### src/tbfmc_pkg.sv
package tbfmc_pkg;

  // ----------------------------------------------------------------
  // Register map (byte addresses on APB)
  // ----------------------------------------------------------------
  localparam logic [7:0] ADDR_MODEM_CONFIG_TWO = 8'h00;
  localparam logic [7:0] ADDR_DEVIATION_CONFIG = 8'h04;
  localparam logic [7:0] ADDR_TX_DATA = 8'h08;
  localparam logic [7:0] ADDR_STATUS = 8'h0c;
  localparam logic [7:0] ADDR_DEV_WORD = 8'h10;

  // ----------------------------------------------------------------
  // Field positions
  // ----------------------------------------------------------------
  localparam int MOD_FMT_LSB = 0;
  localparam int MANCH_BIT = 3;
  localparam int FEC_BIT = 4;
  localparam int WHITE_BIT = 5;
  localparam int DEV_M_LSB = 0;
  localparam int DEV_E_LSB = 4;
  localparam int TXD_HDR_BIT = 8;
  localparam int TXD_LAST_BIT = 9;
  localparam int ST_FULL_BIT = 0;
  localparam int ST_BUSY_BIT = 1;
  localparam int ST_PAD_BIT = 2;

  // ----------------------------------------------------------------
  // Reset values
  // ----------------------------------------------------------------
  localparam logic [5:0] MODEM_CONFIG_TWO_RST = 6'h00;
  localparam logic [2:0] DEV_M_RST = 3'h7;
  localparam logic [2:0] DEV_E_RST = 3'h4;

  // ----------------------------------------------------------------
  // Modulation format codes
  // ----------------------------------------------------------------
  localparam logic [2:0] FMT_FSK2 = 3'h0;
  localparam logic [2:0] FMT_GFSK = 3'h1;
  localparam logic [2:0] FMT_OOK = 3'h3;
  localparam logic [2:0] FMT_MSK = 3'h7;

  // ----------------------------------------------------------------
  // Coding constants
  // ----------------------------------------------------------------
  localparam logic [3:0] CONV_POLY_A = 4'hf;
  localparam logic [3:0] CONV_POLY_B = 4'hb;
  localparam logic [7:0] PAD_BYTE = 8'h00;
  localparam logic [8:0] PN9_SEED = 9'h1ff;
  localparam logic [3:0] DEV_BASE = 4'h8;

  // ----------------------------------------------------------------
  // Timing
  // ----------------------------------------------------------------
  localparam int CLK_HZ = 10000000;
  localparam int SYM_BAUD = 500000;
  localparam int SYM_CYCLES = CLK_HZ / SYM_BAUD;

endpackage

### src/tbfmc_fec.sv
`timescale 1ns/100ps

module tbfmc_fec (
  input wire logic [7:0] i_byte,
  input wire logic [2:0] i_state,
  output logic [15:0] o_chunk,
  output logic [2:0] o_state
);

  // ----------------------------------------------------------------
  // Convolutional coder, one byte MSB first, two bits per input bit
  // ----------------------------------------------------------------
  logic [15:0] coded;

  always_comb begin
    logic [2:0] s;
    logic [3:0] r;
    s = i_state;
    r = 4'h0;
    coded = 16'h0000;
    for (int k = 0; k < 8; k++) begin
      r = {i_byte[7-k], s};
      coded[15-2*k] = ^(r & tbfmc_pkg::CONV_POLY_A);
      coded[14-2*k] = ^(r & tbfmc_pkg::CONV_POLY_B);
      s = {i_byte[7-k], s[2:1]};
    end
    o_state = s;
  end

  // ----------------------------------------------------------------
  // 4x4 matrix: rows written in order, columns read out
  // ----------------------------------------------------------------
  genvar gr, gc;
  generate
    for (gc = 0; gc < 4; gc++) begin : g_col
      for (gr = 0; gr < 4; gr++) begin : g_row
        assign o_chunk[15-(4*gc+gr)] = coded[15-(4*gr+gc)];
      end
    end
  endgenerate

endmodule // tbfmc_fec

### src/tbfmc_top.sv
// Our own choices: the address map and register access over APB.
`timescale 1ns/100ps

module tbfmc_top (
  input wire logic I_CLOCK,
  input wire logic I_RST,
  input wire logic I_PSEL,
  input wire logic I_PENABLE,
  input wire logic I_PWRITE,
  input wire logic [7:0] I_PADDR,
  input wire logic [31:0] I_PWDATA,
  output logic [31:0] O_PRDATA,
  output logic O_PREADY,
  output logic O_PSLVERR,
  output logic O_SYM_TICK,
  output logic O_FREQ_UP,
  output logic O_PA_ON,
  output logic O_GAUSS_EN,
  output logic O_MSK_MODE,
  output logic [2:0] O_MSK_FRAC,
  output logic [10:0] O_DEV_WORD
);

  // ----------------------------------------------------------------
  // Helpers
  // ----------------------------------------------------------------
  // Whitening of one byte, MSB first; returns {next state, data}
  function automatic logic [16:0] pn9_byte(input logic [7:0] d,
                                           input logic [8:0] st);
    logic [8:0] s;
    logic [7:0] o;
    s = st;
    o = 8'h00;
    for (int k = 0; k < 8; k++) begin
      o[7-k] = d[7-k] ^ s[0];
      s = {s[0] ^ s[5], s[8:1]};
    end
    return {s, o};
  endfunction

  // Manchester expansion: one as 10, zero as 01
  function automatic logic [15:0] manch_byte(input logic [7:0] d);
    logic [15:0] o;
    o = 16'h0000;
    for (int k = 0; k < 8; k++) begin
      o[15-2*k] = d[7-k];
      o[14-2*k] = ~d[7-k];
    end
    return o;
  endfunction

  // Address match for an APB access phase
  function automatic logic hit(input logic [7:0] a, input logic [7:0] b);
    return a == b;
  endfunction

  // ----------------------------------------------------------------
  // Configuration registers
  // ----------------------------------------------------------------
  logic [2:0] mod_fmt_r;
  logic manch_en_r;
  logic error_correction_enable_r;
  logic white_en_r;
  logic [2:0] dev_m_r;
  logic [2:0] dev_e_r;
  logic apb_wr;
  logic apb_rd;

  assign apb_wr = I_PSEL & I_PENABLE & I_PWRITE;
  assign apb_rd = I_PSEL & I_PENABLE & ~I_PWRITE;

  // Modem configuration write
  always_ff @(posedge I_CLOCK) begin
    if (I_RST) begin
      {white_en_r, error_correction_enable_r, manch_en_r, mod_fmt_r} <=
        tbfmc_pkg::MODEM_CONFIG_TWO_RST;
    end else if (apb_wr && hit(I_PADDR,
                               tbfmc_pkg::ADDR_MODEM_CONFIG_TWO)) begin
      mod_fmt_r <= I_PWDATA[tbfmc_pkg::MOD_FMT_LSB +: 3];
      manch_en_r <= I_PWDATA[tbfmc_pkg::MANCH_BIT];
      error_correction_enable_r <= I_PWDATA[tbfmc_pkg::FEC_BIT];
      white_en_r <= I_PWDATA[tbfmc_pkg::WHITE_BIT];
    end
  end

  // Deviation configuration write
  always_ff @(posedge I_CLOCK) begin
    if (I_RST) begin
      dev_m_r <= tbfmc_pkg::DEV_M_RST;
      dev_e_r <= tbfmc_pkg::DEV_E_RST;
    end else if (apb_wr && hit(I_PADDR,
                               tbfmc_pkg::ADDR_DEVIATION_CONFIG)) begin
      dev_m_r <= I_PWDATA[tbfmc_pkg::DEV_M_LSB +: 3];
      dev_e_r <= I_PWDATA[tbfmc_pkg::DEV_E_LSB +: 3];
    end
  end

  // ----------------------------------------------------------------
  // Deviation word, in units of crystal frequency over 2^17
  // ----------------------------------------------------------------
  logic [10:0] dev_word_nxt;

  assign dev_word_nxt = 11'({tbfmc_pkg::DEV_BASE + {1'b0, dev_m_r}})
                        << dev_e_r;

  always_ff @(posedge I_CLOCK) begin
    if (I_RST) begin
      O_DEV_WORD <= 11'h000;
    end else begin
      O_DEV_WORD <= dev_word_nxt;
    end
  end

  // ----------------------------------------------------------------
  // Byte holding register fed from the bus
  // ----------------------------------------------------------------
  logic hold_v_r;
  logic [7:0] hold_d_r;
  logic hold_hdr_r;
  logic hold_last_r;
  logic take_hold;
  logic txd_wr;

  assign txd_wr = apb_wr && hit(I_PADDR, tbfmc_pkg::ADDR_TX_DATA);

  // A write while full is dropped unless the held byte is taken in the same cycle; status shows full
  always_ff @(posedge I_CLOCK) begin
    if (I_RST) begin
      hold_v_r <= 1'b0;
      hold_d_r <= 8'h00;
      hold_hdr_r <= 1'b0;
      hold_last_r <= 1'b0;
    end else if (txd_wr && (!hold_v_r || take_hold)) begin
      hold_v_r <= 1'b1;
      hold_d_r <= I_PWDATA[7:0];
      hold_hdr_r <= I_PWDATA[tbfmc_pkg::TXD_HDR_BIT];
      hold_last_r <= I_PWDATA[tbfmc_pkg::TXD_LAST_BIT];
    end else if (take_hold) begin
      hold_v_r <= 1'b0;
    end
  end

  // ----------------------------------------------------------------
  // Symbol rate enable
  // ----------------------------------------------------------------
  logic [7:0] div_r;
  logic tick;

  assign tick = div_r == 8'((tbfmc_pkg::SYM_CYCLES) - 1);

  always_ff @(posedge I_CLOCK) begin
    if (I_RST) begin
      div_r <= 8'h00;
    end else if (tick) begin
      div_r <= 8'h00;
    end else begin
      div_r <= div_r + 8'h01;
    end
  end

  // ----------------------------------------------------------------
  // Source selection: pad bytes take priority over new bytes
  // ----------------------------------------------------------------
  logic [1:0] pad_left_r;
  logic [4:0] cnt_r;
  logic src_v;
  logic src_pad;
  logic [7:0] src_byte;
  logic src_hdr;
  logic load;

  assign src_pad = pad_left_r != 2'd0;
  assign src_v = src_pad | hold_v_r;
  assign src_byte = src_pad ? tbfmc_pkg::PAD_BYTE : hold_d_r;
  assign src_hdr = src_pad ? 1'b0 : hold_hdr_r;
  assign load = src_v && (cnt_r == 5'd0);
  assign take_hold = load && !src_pad;

  // ----------------------------------------------------------------
  // Whitening and coding of the selected byte
  // ----------------------------------------------------------------
  logic [8:0] pn9_r;
  logic [2:0] enc_r;
  logic [16:0] wh;
  logic [7:0] coded_in;
  logic [15:0] fec_chunk;
  logic [2:0] enc_nxt;
  logic use_fec;
  logic use_manch;
  logic [15:0] chunk;
  logic [4:0] chunk_len;

  assign wh = pn9_byte(src_byte, pn9_r);
  // Whitening comes first, only past the sync word
  assign coded_in = (white_en_r && !src_hdr) ? wh[7:0] : src_byte;
  assign use_fec = error_correction_enable_r && !src_hdr;
  // Manchester is not applied with FEC on
  assign use_manch = manch_en_r && !error_correction_enable_r;

  tbfmc_fec u_fec (
    .i_byte(coded_in),
    .i_state(enc_r),
    .o_chunk(fec_chunk),
    .o_state(enc_nxt)
  );

  // Channel bits for one source byte
  always_comb begin
    if (use_fec) begin
      chunk = fec_chunk;
      chunk_len = 5'd16;
    end else if (use_manch) begin
      chunk = manch_byte(coded_in);
      chunk_len = 5'd16;
    end else begin
      chunk = {coded_in, 8'h00};
      chunk_len = 5'd8;
    end
  end

  // Whitening and coder state, restarted by header bytes
  always_ff @(posedge I_CLOCK) begin
    if (I_RST) begin
      pn9_r <= tbfmc_pkg::PN9_SEED;
      enc_r <= 3'h0;
    end else if (load && src_hdr) begin
      pn9_r <= tbfmc_pkg::PN9_SEED;
      enc_r <= 3'h0;
    end else if (load) begin
      pn9_r <= white_en_r ? wh[16:8] : pn9_r;
      enc_r <= use_fec ? enc_nxt : enc_r;
    end
  end

  // ----------------------------------------------------------------
  // Padding after the last payload byte
  // ----------------------------------------------------------------
  logic odd_r;

  // Parity of payload bytes loaded so far in this packet
  always_ff @(posedge I_CLOCK) begin
    if (I_RST) begin
      odd_r <= 1'b0;
    end else if (load && src_hdr) begin
      odd_r <= 1'b0;
    end else if (load && !src_pad) begin
      odd_r <= ~odd_r;
    end
  end

  // Parity excludes the last byte: even before it means odd total, one pad
  always_ff @(posedge I_CLOCK) begin
    if (I_RST) begin
      pad_left_r <= 2'd0;
    end else if (load && src_pad) begin
      pad_left_r <= pad_left_r - 2'd1;
    end else if (take_hold && hold_last_r && use_fec) begin
      pad_left_r <= odd_r ? 2'd2 : 2'd1;
    end
  end

  // ----------------------------------------------------------------
  // Serialiser; alternating idle pattern when starved
  // ----------------------------------------------------------------
  logic [15:0] sh_r;
  logic idle_r;
  logic bit_now;

  always_comb begin
    if (cnt_r != 5'd0) begin
      bit_now = sh_r[15];
    end else if (load) begin
      bit_now = chunk[15];
    end else begin
      bit_now = idle_r;
    end
  end

  // Shift one channel bit per symbol enable
  always_ff @(posedge I_CLOCK) begin
    if (I_RST) begin
      sh_r <= 16'h0000;
      cnt_r <= 5'd0;
    end else if (load && tick) begin
      sh_r <= {chunk[14:0], 1'b0};
      cnt_r <= chunk_len - 5'd1;
    end else if (load) begin
      sh_r <= chunk;
      cnt_r <= chunk_len;
    end else if (tick && cnt_r != 5'd0) begin
      sh_r <= {sh_r[14:0], 1'b0};
      cnt_r <= cnt_r - 5'd1;
    end
  end

  // Idle pattern toggles on each starved symbol
  always_ff @(posedge I_CLOCK) begin
    if (I_RST) begin
      idle_r <= 1'b1;
    end else if (tick && cnt_r == 5'd0 && !load) begin
      idle_r <= ~idle_r;
    end
  end

  // ----------------------------------------------------------------
  // Modulator controls
  // ----------------------------------------------------------------
  logic is_msk;
  logic is_ook;

  assign is_msk = mod_fmt_r == tbfmc_pkg::FMT_MSK;
  assign is_ook = mod_fmt_r == tbfmc_pkg::FMT_OOK;

  // Symbol level and amplifier gate, updated once per symbol
  always_ff @(posedge I_CLOCK) begin
    if (I_RST) begin
      O_FREQ_UP <= 1'b0;
      O_PA_ON <= 1'b0;
    end else if (tick) begin
      // Every bit inverted in MSK, preamble included
      O_FREQ_UP <= is_msk ? ~bit_now : bit_now;
      O_PA_ON <= is_ook ? bit_now : 1'b1;
    end
  end

  // Static shaping selections and the registered symbol tick
  always_ff @(posedge I_CLOCK) begin
    if (I_RST) begin
      O_GAUSS_EN <= 1'b0;
      O_MSK_MODE <= 1'b0;
      O_MSK_FRAC <= 3'h0;
      O_SYM_TICK <= 1'b0;
    end else begin
      O_GAUSS_EN <= mod_fmt_r == tbfmc_pkg::FMT_GFSK;
      O_MSK_MODE <= is_msk;
      O_MSK_FRAC <= is_msk ? dev_m_r : 3'h0;
      O_SYM_TICK <= tick;
    end
  end

  // ----------------------------------------------------------------
  // APB read and answer
  // ----------------------------------------------------------------
  logic mapped;

  assign mapped = hit(I_PADDR, tbfmc_pkg::ADDR_MODEM_CONFIG_TWO) ||
                  hit(I_PADDR, tbfmc_pkg::ADDR_DEVIATION_CONFIG) ||
                  hit(I_PADDR, tbfmc_pkg::ADDR_TX_DATA) ||
                  hit(I_PADDR, tbfmc_pkg::ADDR_STATUS) ||
                  hit(I_PADDR, tbfmc_pkg::ADDR_DEV_WORD);
  assign O_PREADY = I_PSEL & I_PENABLE;
  assign O_PSLVERR = I_PSEL & I_PENABLE & ~mapped;

  // Read data mux
  always_comb begin
    O_PRDATA = 32'h00000000;
    if (apb_rd) begin
      case (I_PADDR)
        tbfmc_pkg::ADDR_MODEM_CONFIG_TWO: begin
          O_PRDATA[5:0] = {white_en_r, error_correction_enable_r, manch_en_r, mod_fmt_r};
        end
        tbfmc_pkg::ADDR_DEVIATION_CONFIG: begin
          O_PRDATA[6:0] = {dev_e_r, 1'b0, dev_m_r};
        end
        tbfmc_pkg::ADDR_STATUS: begin
          O_PRDATA[tbfmc_pkg::ST_FULL_BIT] = hold_v_r;
          O_PRDATA[tbfmc_pkg::ST_BUSY_BIT] = cnt_r != 5'd0;
          O_PRDATA[tbfmc_pkg::ST_PAD_BIT] = src_pad;
        end
        tbfmc_pkg::ADDR_DEV_WORD: begin
          O_PRDATA[10:0] = O_DEV_WORD;
        end
        default: begin
          O_PRDATA = 32'h00000000;
        end
      endcase
    end
  end

endmodule // tbfmc_top

### config.mk
export PLATFORM = sky130hd
export DESIGN_NAME = tbfmc_top
export DESIGN_NICKNAME = d
export VERILOG_FILES = /design/src/tbfmc_pkg.sv /design/src/tbfmc_fec.sv /design/src/tbfmc_top.sv
export SDC_FILE = /design/constraint.sdc
export NUM_CORES = 1
export LEC_CHECK = 0
export ABC_AREA = 1
export BUFFER_PORTS_ARGS = -buffer_cell sky130_fd_sc_hd__buf_2
export CAP_MARGIN = 20
export CORE_ASPECT_RATIO = 1.5
export CORE_MARGIN = 5
export CORE_UTILIZATION = 25
export DETAILED_ROUTE_END_ITERATION = 8
export MAX_ROUTING_LAYER = met4
export SYNTH_ARGS = -nofsm -noshare
export SYNTH_HDL_FRONTEND = slang
export SYNTH_SLANG_ARGS = --single-unit
### constraint.sdc
create_clock -name I_CLOCK -period 2.95 [get_ports I_CLOCK]
set_input_delay 0.4425 -clock I_CLOCK [delete_from_list [all_inputs] [get_ports I_CLOCK]]
set_output_delay 0.4425 -clock I_CLOCK [all_outputs]
set_load 0.005 [all_outputs]
* After elaboration in Yosys (flattened, before gate mapping) *
Index checks and enable logic that the tools add are counted.
W data, S select, Z words.

word-level totals
  register bits = 87
  input port bits = 45
  logic and storage cells = 159
  output and inout port bits = 53

cells by class
  reduce and logical (&&, ||, !) cells = 57
  $add $sub $neg = 5
  bitwise gates (word level) = 35
  mux-type cells = 27
  shifts and indexed selects = 1
  eq/ne operators = 8

operators with widths
  cell                   count
  $mux W16               4
  $reduce_xor A4 Y1      16
  $mux W5                5
  $logic_and A1 B1 Y1    17
  $eq A8 B4 Y1 const B   2
  $eq A8 B5 Y1 const B   2
  $mux W8                2
  $xor A1 B1 Y1          16
  $mux W15               1
  $not A1 Y1             14
  $pmux W3 S4            1
  $mux W11               1
  $shl A4 B3 Y11         1
  $sub A5 B1 Y5 const B  2
  $pmux W3 S3            1
  $add A8 B1 Y8 const B  1
  $eq A8 B3 Y1 const B   1
  $logic_not A8 Y1       1
  $reduce_bool A2 Y1     4
  $reduce_or A2 Y1       4
  $mux W1                7
  $mux W2                3
  $logic_not A1 Y1       5
  $logic_not A5 Y1       1
  other kinds (13)       21

* Depth between registers and ports, before layout *
  depth after elaboration = 12
  depth in mapped cells = 19
  mapped depth without buffers = 18

* Hierarchy *
From an unflattened synthesis, not the netlist that was laid out.

second synthesis, totals
  cell total of the unflattened synthesis = 830
  area, all modules = 5,238.8 um^2

modules (own cells, without submodules)
  module     seq. area each (um^2)  area each (um^2)  cells each  times used
  tbfmc_top  1,741.7                4,749.6           708         1
  tbfmc_fec  0.0                    489.2             122         1

* Least setup slack after synthesis *
OpenSTA, ideal clock, no wires.

  kind = input to output
  start point = input port I_PADDR[1]
  end point = output port O_PRDATA[2]
  arrival = 1.560 ns
  path buffers = 0
  cell stages on the path = 11
  slack = 0.947 ns
  data required time = 2.508 ns
  cells stage by stage = nor2_1 > inv_1 > nor2_1 > inv_1 > nor2_4 > nand2_1 > o21ai_0 > a21oi_1 > o21ai_0 > nand3_1 > inv_1

between the ends
  longest elaborated chain between the ends = 3
  elaborated cells between the ends (all ways) = 6
  classes of those cells = eq/ne: 3; mux: 2; reduce/logical: 1

RTL lines
  what                                  RTL line          RTL
  start: declaration                    tbfmc_top.sv:10   input wire logic [7:0] I_PADDR,
  $eq A8 B5 Y1 (tied with other cells)  tbfmc_top.sv:358  case (I_PADDR)
  $pmux W3 S4 *                         tbfmc_top.sv:358
  $mux W11 *                            tbfmc_top.sv:357  if (apb_rd) begin
  end: declaration                      tbfmc_top.sv:12   output logic [31:0] O_PRDATA,

Mark *: on every way between the ends. The rest lies on a longest branch, timed or not.

* Worst setup path after layout *
Same ends and word-level chain as after synthesis.

==> results.json <==
{
  "run_status": "finished, final reports clean",
  "die_height_um": 185,
  "cts_tree": "built",
  "via_per_inst": 4.51,
  "antenna_cells": 0,
  "grt_pass1_vias": 4740,
  "synthFlopType": "dfxtp_1",
  "synth_area_um2": 5120,
  "io_buffers": 54,
  "report.final.slew_viol_count": 0,
  "worst_slew_pin_slew_ns": 0.755,
  "rows": 64,
  "finClkSkew_ns": 0.00466,
  "netlist_instances": 733,
  "end_kind": "output pin",
  "r2r_end": "pn9_r[1]$_SDFFE_PP1P_",
  "die_area_um2": 23500,
  "die_width_um": 127,
  "route.detailed.drc": 0,
  "r2r_cells": 11,
  "placed_cell_area_um2": 5590,
  "area_delta_synth_final_pct": 14.9,
  "cts-root-buf": "clkbuf_16",
  "syn_area_per_cell_um2": 6.99,
  "power_w": 0.00339,
  "fin_crit_sh": 0.844,
  "ys_ff_latch": 87,
  "ant_nets": 0,
  "dpl_worst_slack_ns": 0.472,
  "internal-power_w": 0.00211,
  "power.static_leakage_nw": 2.65,
  "cts_resized": 0,
  "final_nets": 835,
  "vias": 4761,
  "grt.overflow.total": 0,
  "slew_headroom": 0.495,
  "drv_cap": 0,
  "antenna_found_initial": 0,
  "synth.most_common_cell": "nand2_1",
  "ir_drop_uv": 482,
  "synthDistinctLibCells": 52,
  "grt_max_degree": 23,
  "ys_seq_area_frac": 0.340,
  "cp-startpoint": "I_PADDR[1]",
  "postCtsHoldBufs": 0,
  "post-cts-setup-buffers": 0,
  "drive_gt1_frac": 0.170,
  "cpMaxStageDelayCell": "nor2_4",
  "whs_path_depth": 3,
  "pwr-share-comb": 0.295,
  "power.density_nw_per_um2": 576,
  "wirelength_um": 13400,
  "seq_power_share": 0.372,
  "hold-path-endpoint": "dev_m_r[0]$_SDFFE_PP1P_",
  "pin_count": 98,
  "rrSetupSlack_ns": 0.50,
  "crit_top_cell": "inv_1",
  "path_clk_slew_ns": 0.07,
  "startpoint_type": "input port",
  "worst_slack_ns": 0.460,
  "slowest_delay_ns": 0.19,
  "clk_latency_ns": 0.35,
  "track_usage": 0.122,
  "cts.sinks": 87,
  "arrival_ns": 2.05,
  "wl_per_cell_um": 12.7,
  "finalHoldViolCount": 0,
  "gp_congestion": 0.845,
  "path_class": "in -> out",
  "synth_area_leader_cell": "dfxtp_1",
  "sw_frac_of_total": 0.377,
  "clkPwrFrac": 0.333,
  "cp.required_ns": 2.51,
  "final-setup-viol-count": 0,
  "fin_area_um2": 5880,
  "critical_path_peak_fanout": 9,
  "clock_path_buffers": 2,
  "cts_buffers": 9,
  "yosys_warnings": 0,
  "crit_family": "simple AND/OR/NAND/NOR gates",
  "synth_common_cells": "nand2_1, dfxtp_1, inv_1, nor2_1, a21oi_1",
  "synth.area.top_cells": "dfxtp_1, nand2_1, a21oi_1",
  "async_reset_ff_frac": 0,
  "clock_tree.htree_level_count": 3,
  "synth_top_area_frac": 0.340,
  "p_sw_w": 0.00128,
  "start_util": 0.253,
  "grt_pass1_wl_um": 22900,
  "hold_class": "in -> reg",
  "first_pass_iters": 6,
  "reg2reg_from": "pad_left_r[0]$_SDFFE_PP0P_",
  "final.setup.tns_ns": 0,
  "synth-edff-count": 0,
  "placeableCoreArea_um2": 20300,
  "dp_hpwl_um": 10700,
  "rsz0062_at_grt": "no",
  "hp-start": "I_PWDATA[0]",
  "drt_iter0_drc": 217,
  "min_period_ns": 2.49,
  "fmax_ghz": 0.402,
  "path_cells": "buf_2 -> nor2_1 -> inv_1 -> nor2_1 -> inv_1 -> nor2_4 -> nand2_1 -> o21ai_0 -> a21oi_1 -> o21ai_0 -> nand3_1 -> inv_1 -> buf_2",
  "timing.critical_path.buf_inv": 5
}
## sequential cells by signal, indices dropped and copies added, names as in the netlist, 5 cells and up
signal / count
cnt_r: 5
pn9_r: 9
div_r: 8
sh_r: 16
hold_d_r: 8
O_DEV_WORD: 11
## worst max-delay path by stage
| stage | cells past startpoint | endpoint |
|---|---|---|
| final | 13 | O_PRDATA[2] |
| after global routing | 13 | O_PRDATA[2] |
| after CTS | 11 | pn9_r[1]$_SDFFE_PP1P_ |
| after detailed placement | 11 | pn9_r[1]$_SDFFE_PP1P_ |
| after global placement | 13 | O_PRDATA[2] |
| after floorplan | 11 | O_PRDATA[2] |
## metal layers
metal | global-route usage | wire length, um | vias to the layer above
met4 | 0.0554 | 473 | 0
met5 | - | 0 | -
met3 | 0.0182 | 533 | 32
li1 | - | - | 2442
met2 | 0.227 | 7160 | 120
met1 | 0.126 | 5280 | 2167
## cell usage in the layout (no fill, tap or decap), types with 3 or more instances in the layout
cell       count
nand2_1      180
dfxtp_1       87
inv_1         78
nor2_1        64
a21oi_1       59
buf_2         54
nand3_1       53
o21ai_0       40
conb_1        21
xor2_1        14
o21ai_1       10
inv_2          9
nand2_2        9
o22ai_1        9
clkbuf_16      9
buf_4          9
o211ai_1       7
nor2_4         5
nand4_1        5
nand3_2        5
nand2_4        5
a211oi_1       5
xnor2_1        5
nor3_1         4
inv_8          4
a22oi_1        3
ha_1           3
## logic make-up (layout without fill, tap and decap cells)
group | Yosys count | in the layout | synth area share
DFF | 87 | 87 | 0.340
other | 1 | 21 | 0.000732
AOI/OAI and AO/OA | 146 | 146 | 0.167
adders and majority gates | 3 | 3 | 0.00733
buffers and inverters | 129 | 168 | 0.122
xor gates and xnor gates | 23 | 23 | 0.0474
and+or+nand+nor | 344 | 344 | 0.315
## metrics by stage
step | utilization | hold slack [ns] | cells
after floorplan | - | 0.418 | 753
after global placement | 0.276 | 0.436 | 1040
after detailed placement | 0.276 | 0.436 | 1040
after CTS | 0.290 | 0.364 | 1056
after global routing | 0.290 | 0.381 | 1056
final | 0.290 | 0.373 | 1056
## power groups by stage
stage	Combinational, W	Sequential [W]	Clock [W]
floorplan	0.000863	0.00128	0
global placement	0.00100	0.00129	0
detailed placement	0.00101	0.00129	0
CTS	0.00101	0.00126	0.00116
global route	0.00112	0.00127	0.00120
finish	0.00100	0.00126	0.00113
## worst min-delay path, stage by stage
cell and delay, ns:
buf_2 0.12, nand2_1 0.06, o211ai_1 0.06
## area by class of cell
type | instances | area [um2]
Clock buffer | 9 | 225
Tap cell | 264 | 330
Clock inverter | 7 | 73.8
Fill cell | 2263 | 14400
Inverter | 89 | 347
Sequential cell | 87 | 1740
Timing Repair Buffer | 63 | 338
Multi-Input combinational cell | 537 | 2830
Power figures use the tool's default switching activity.
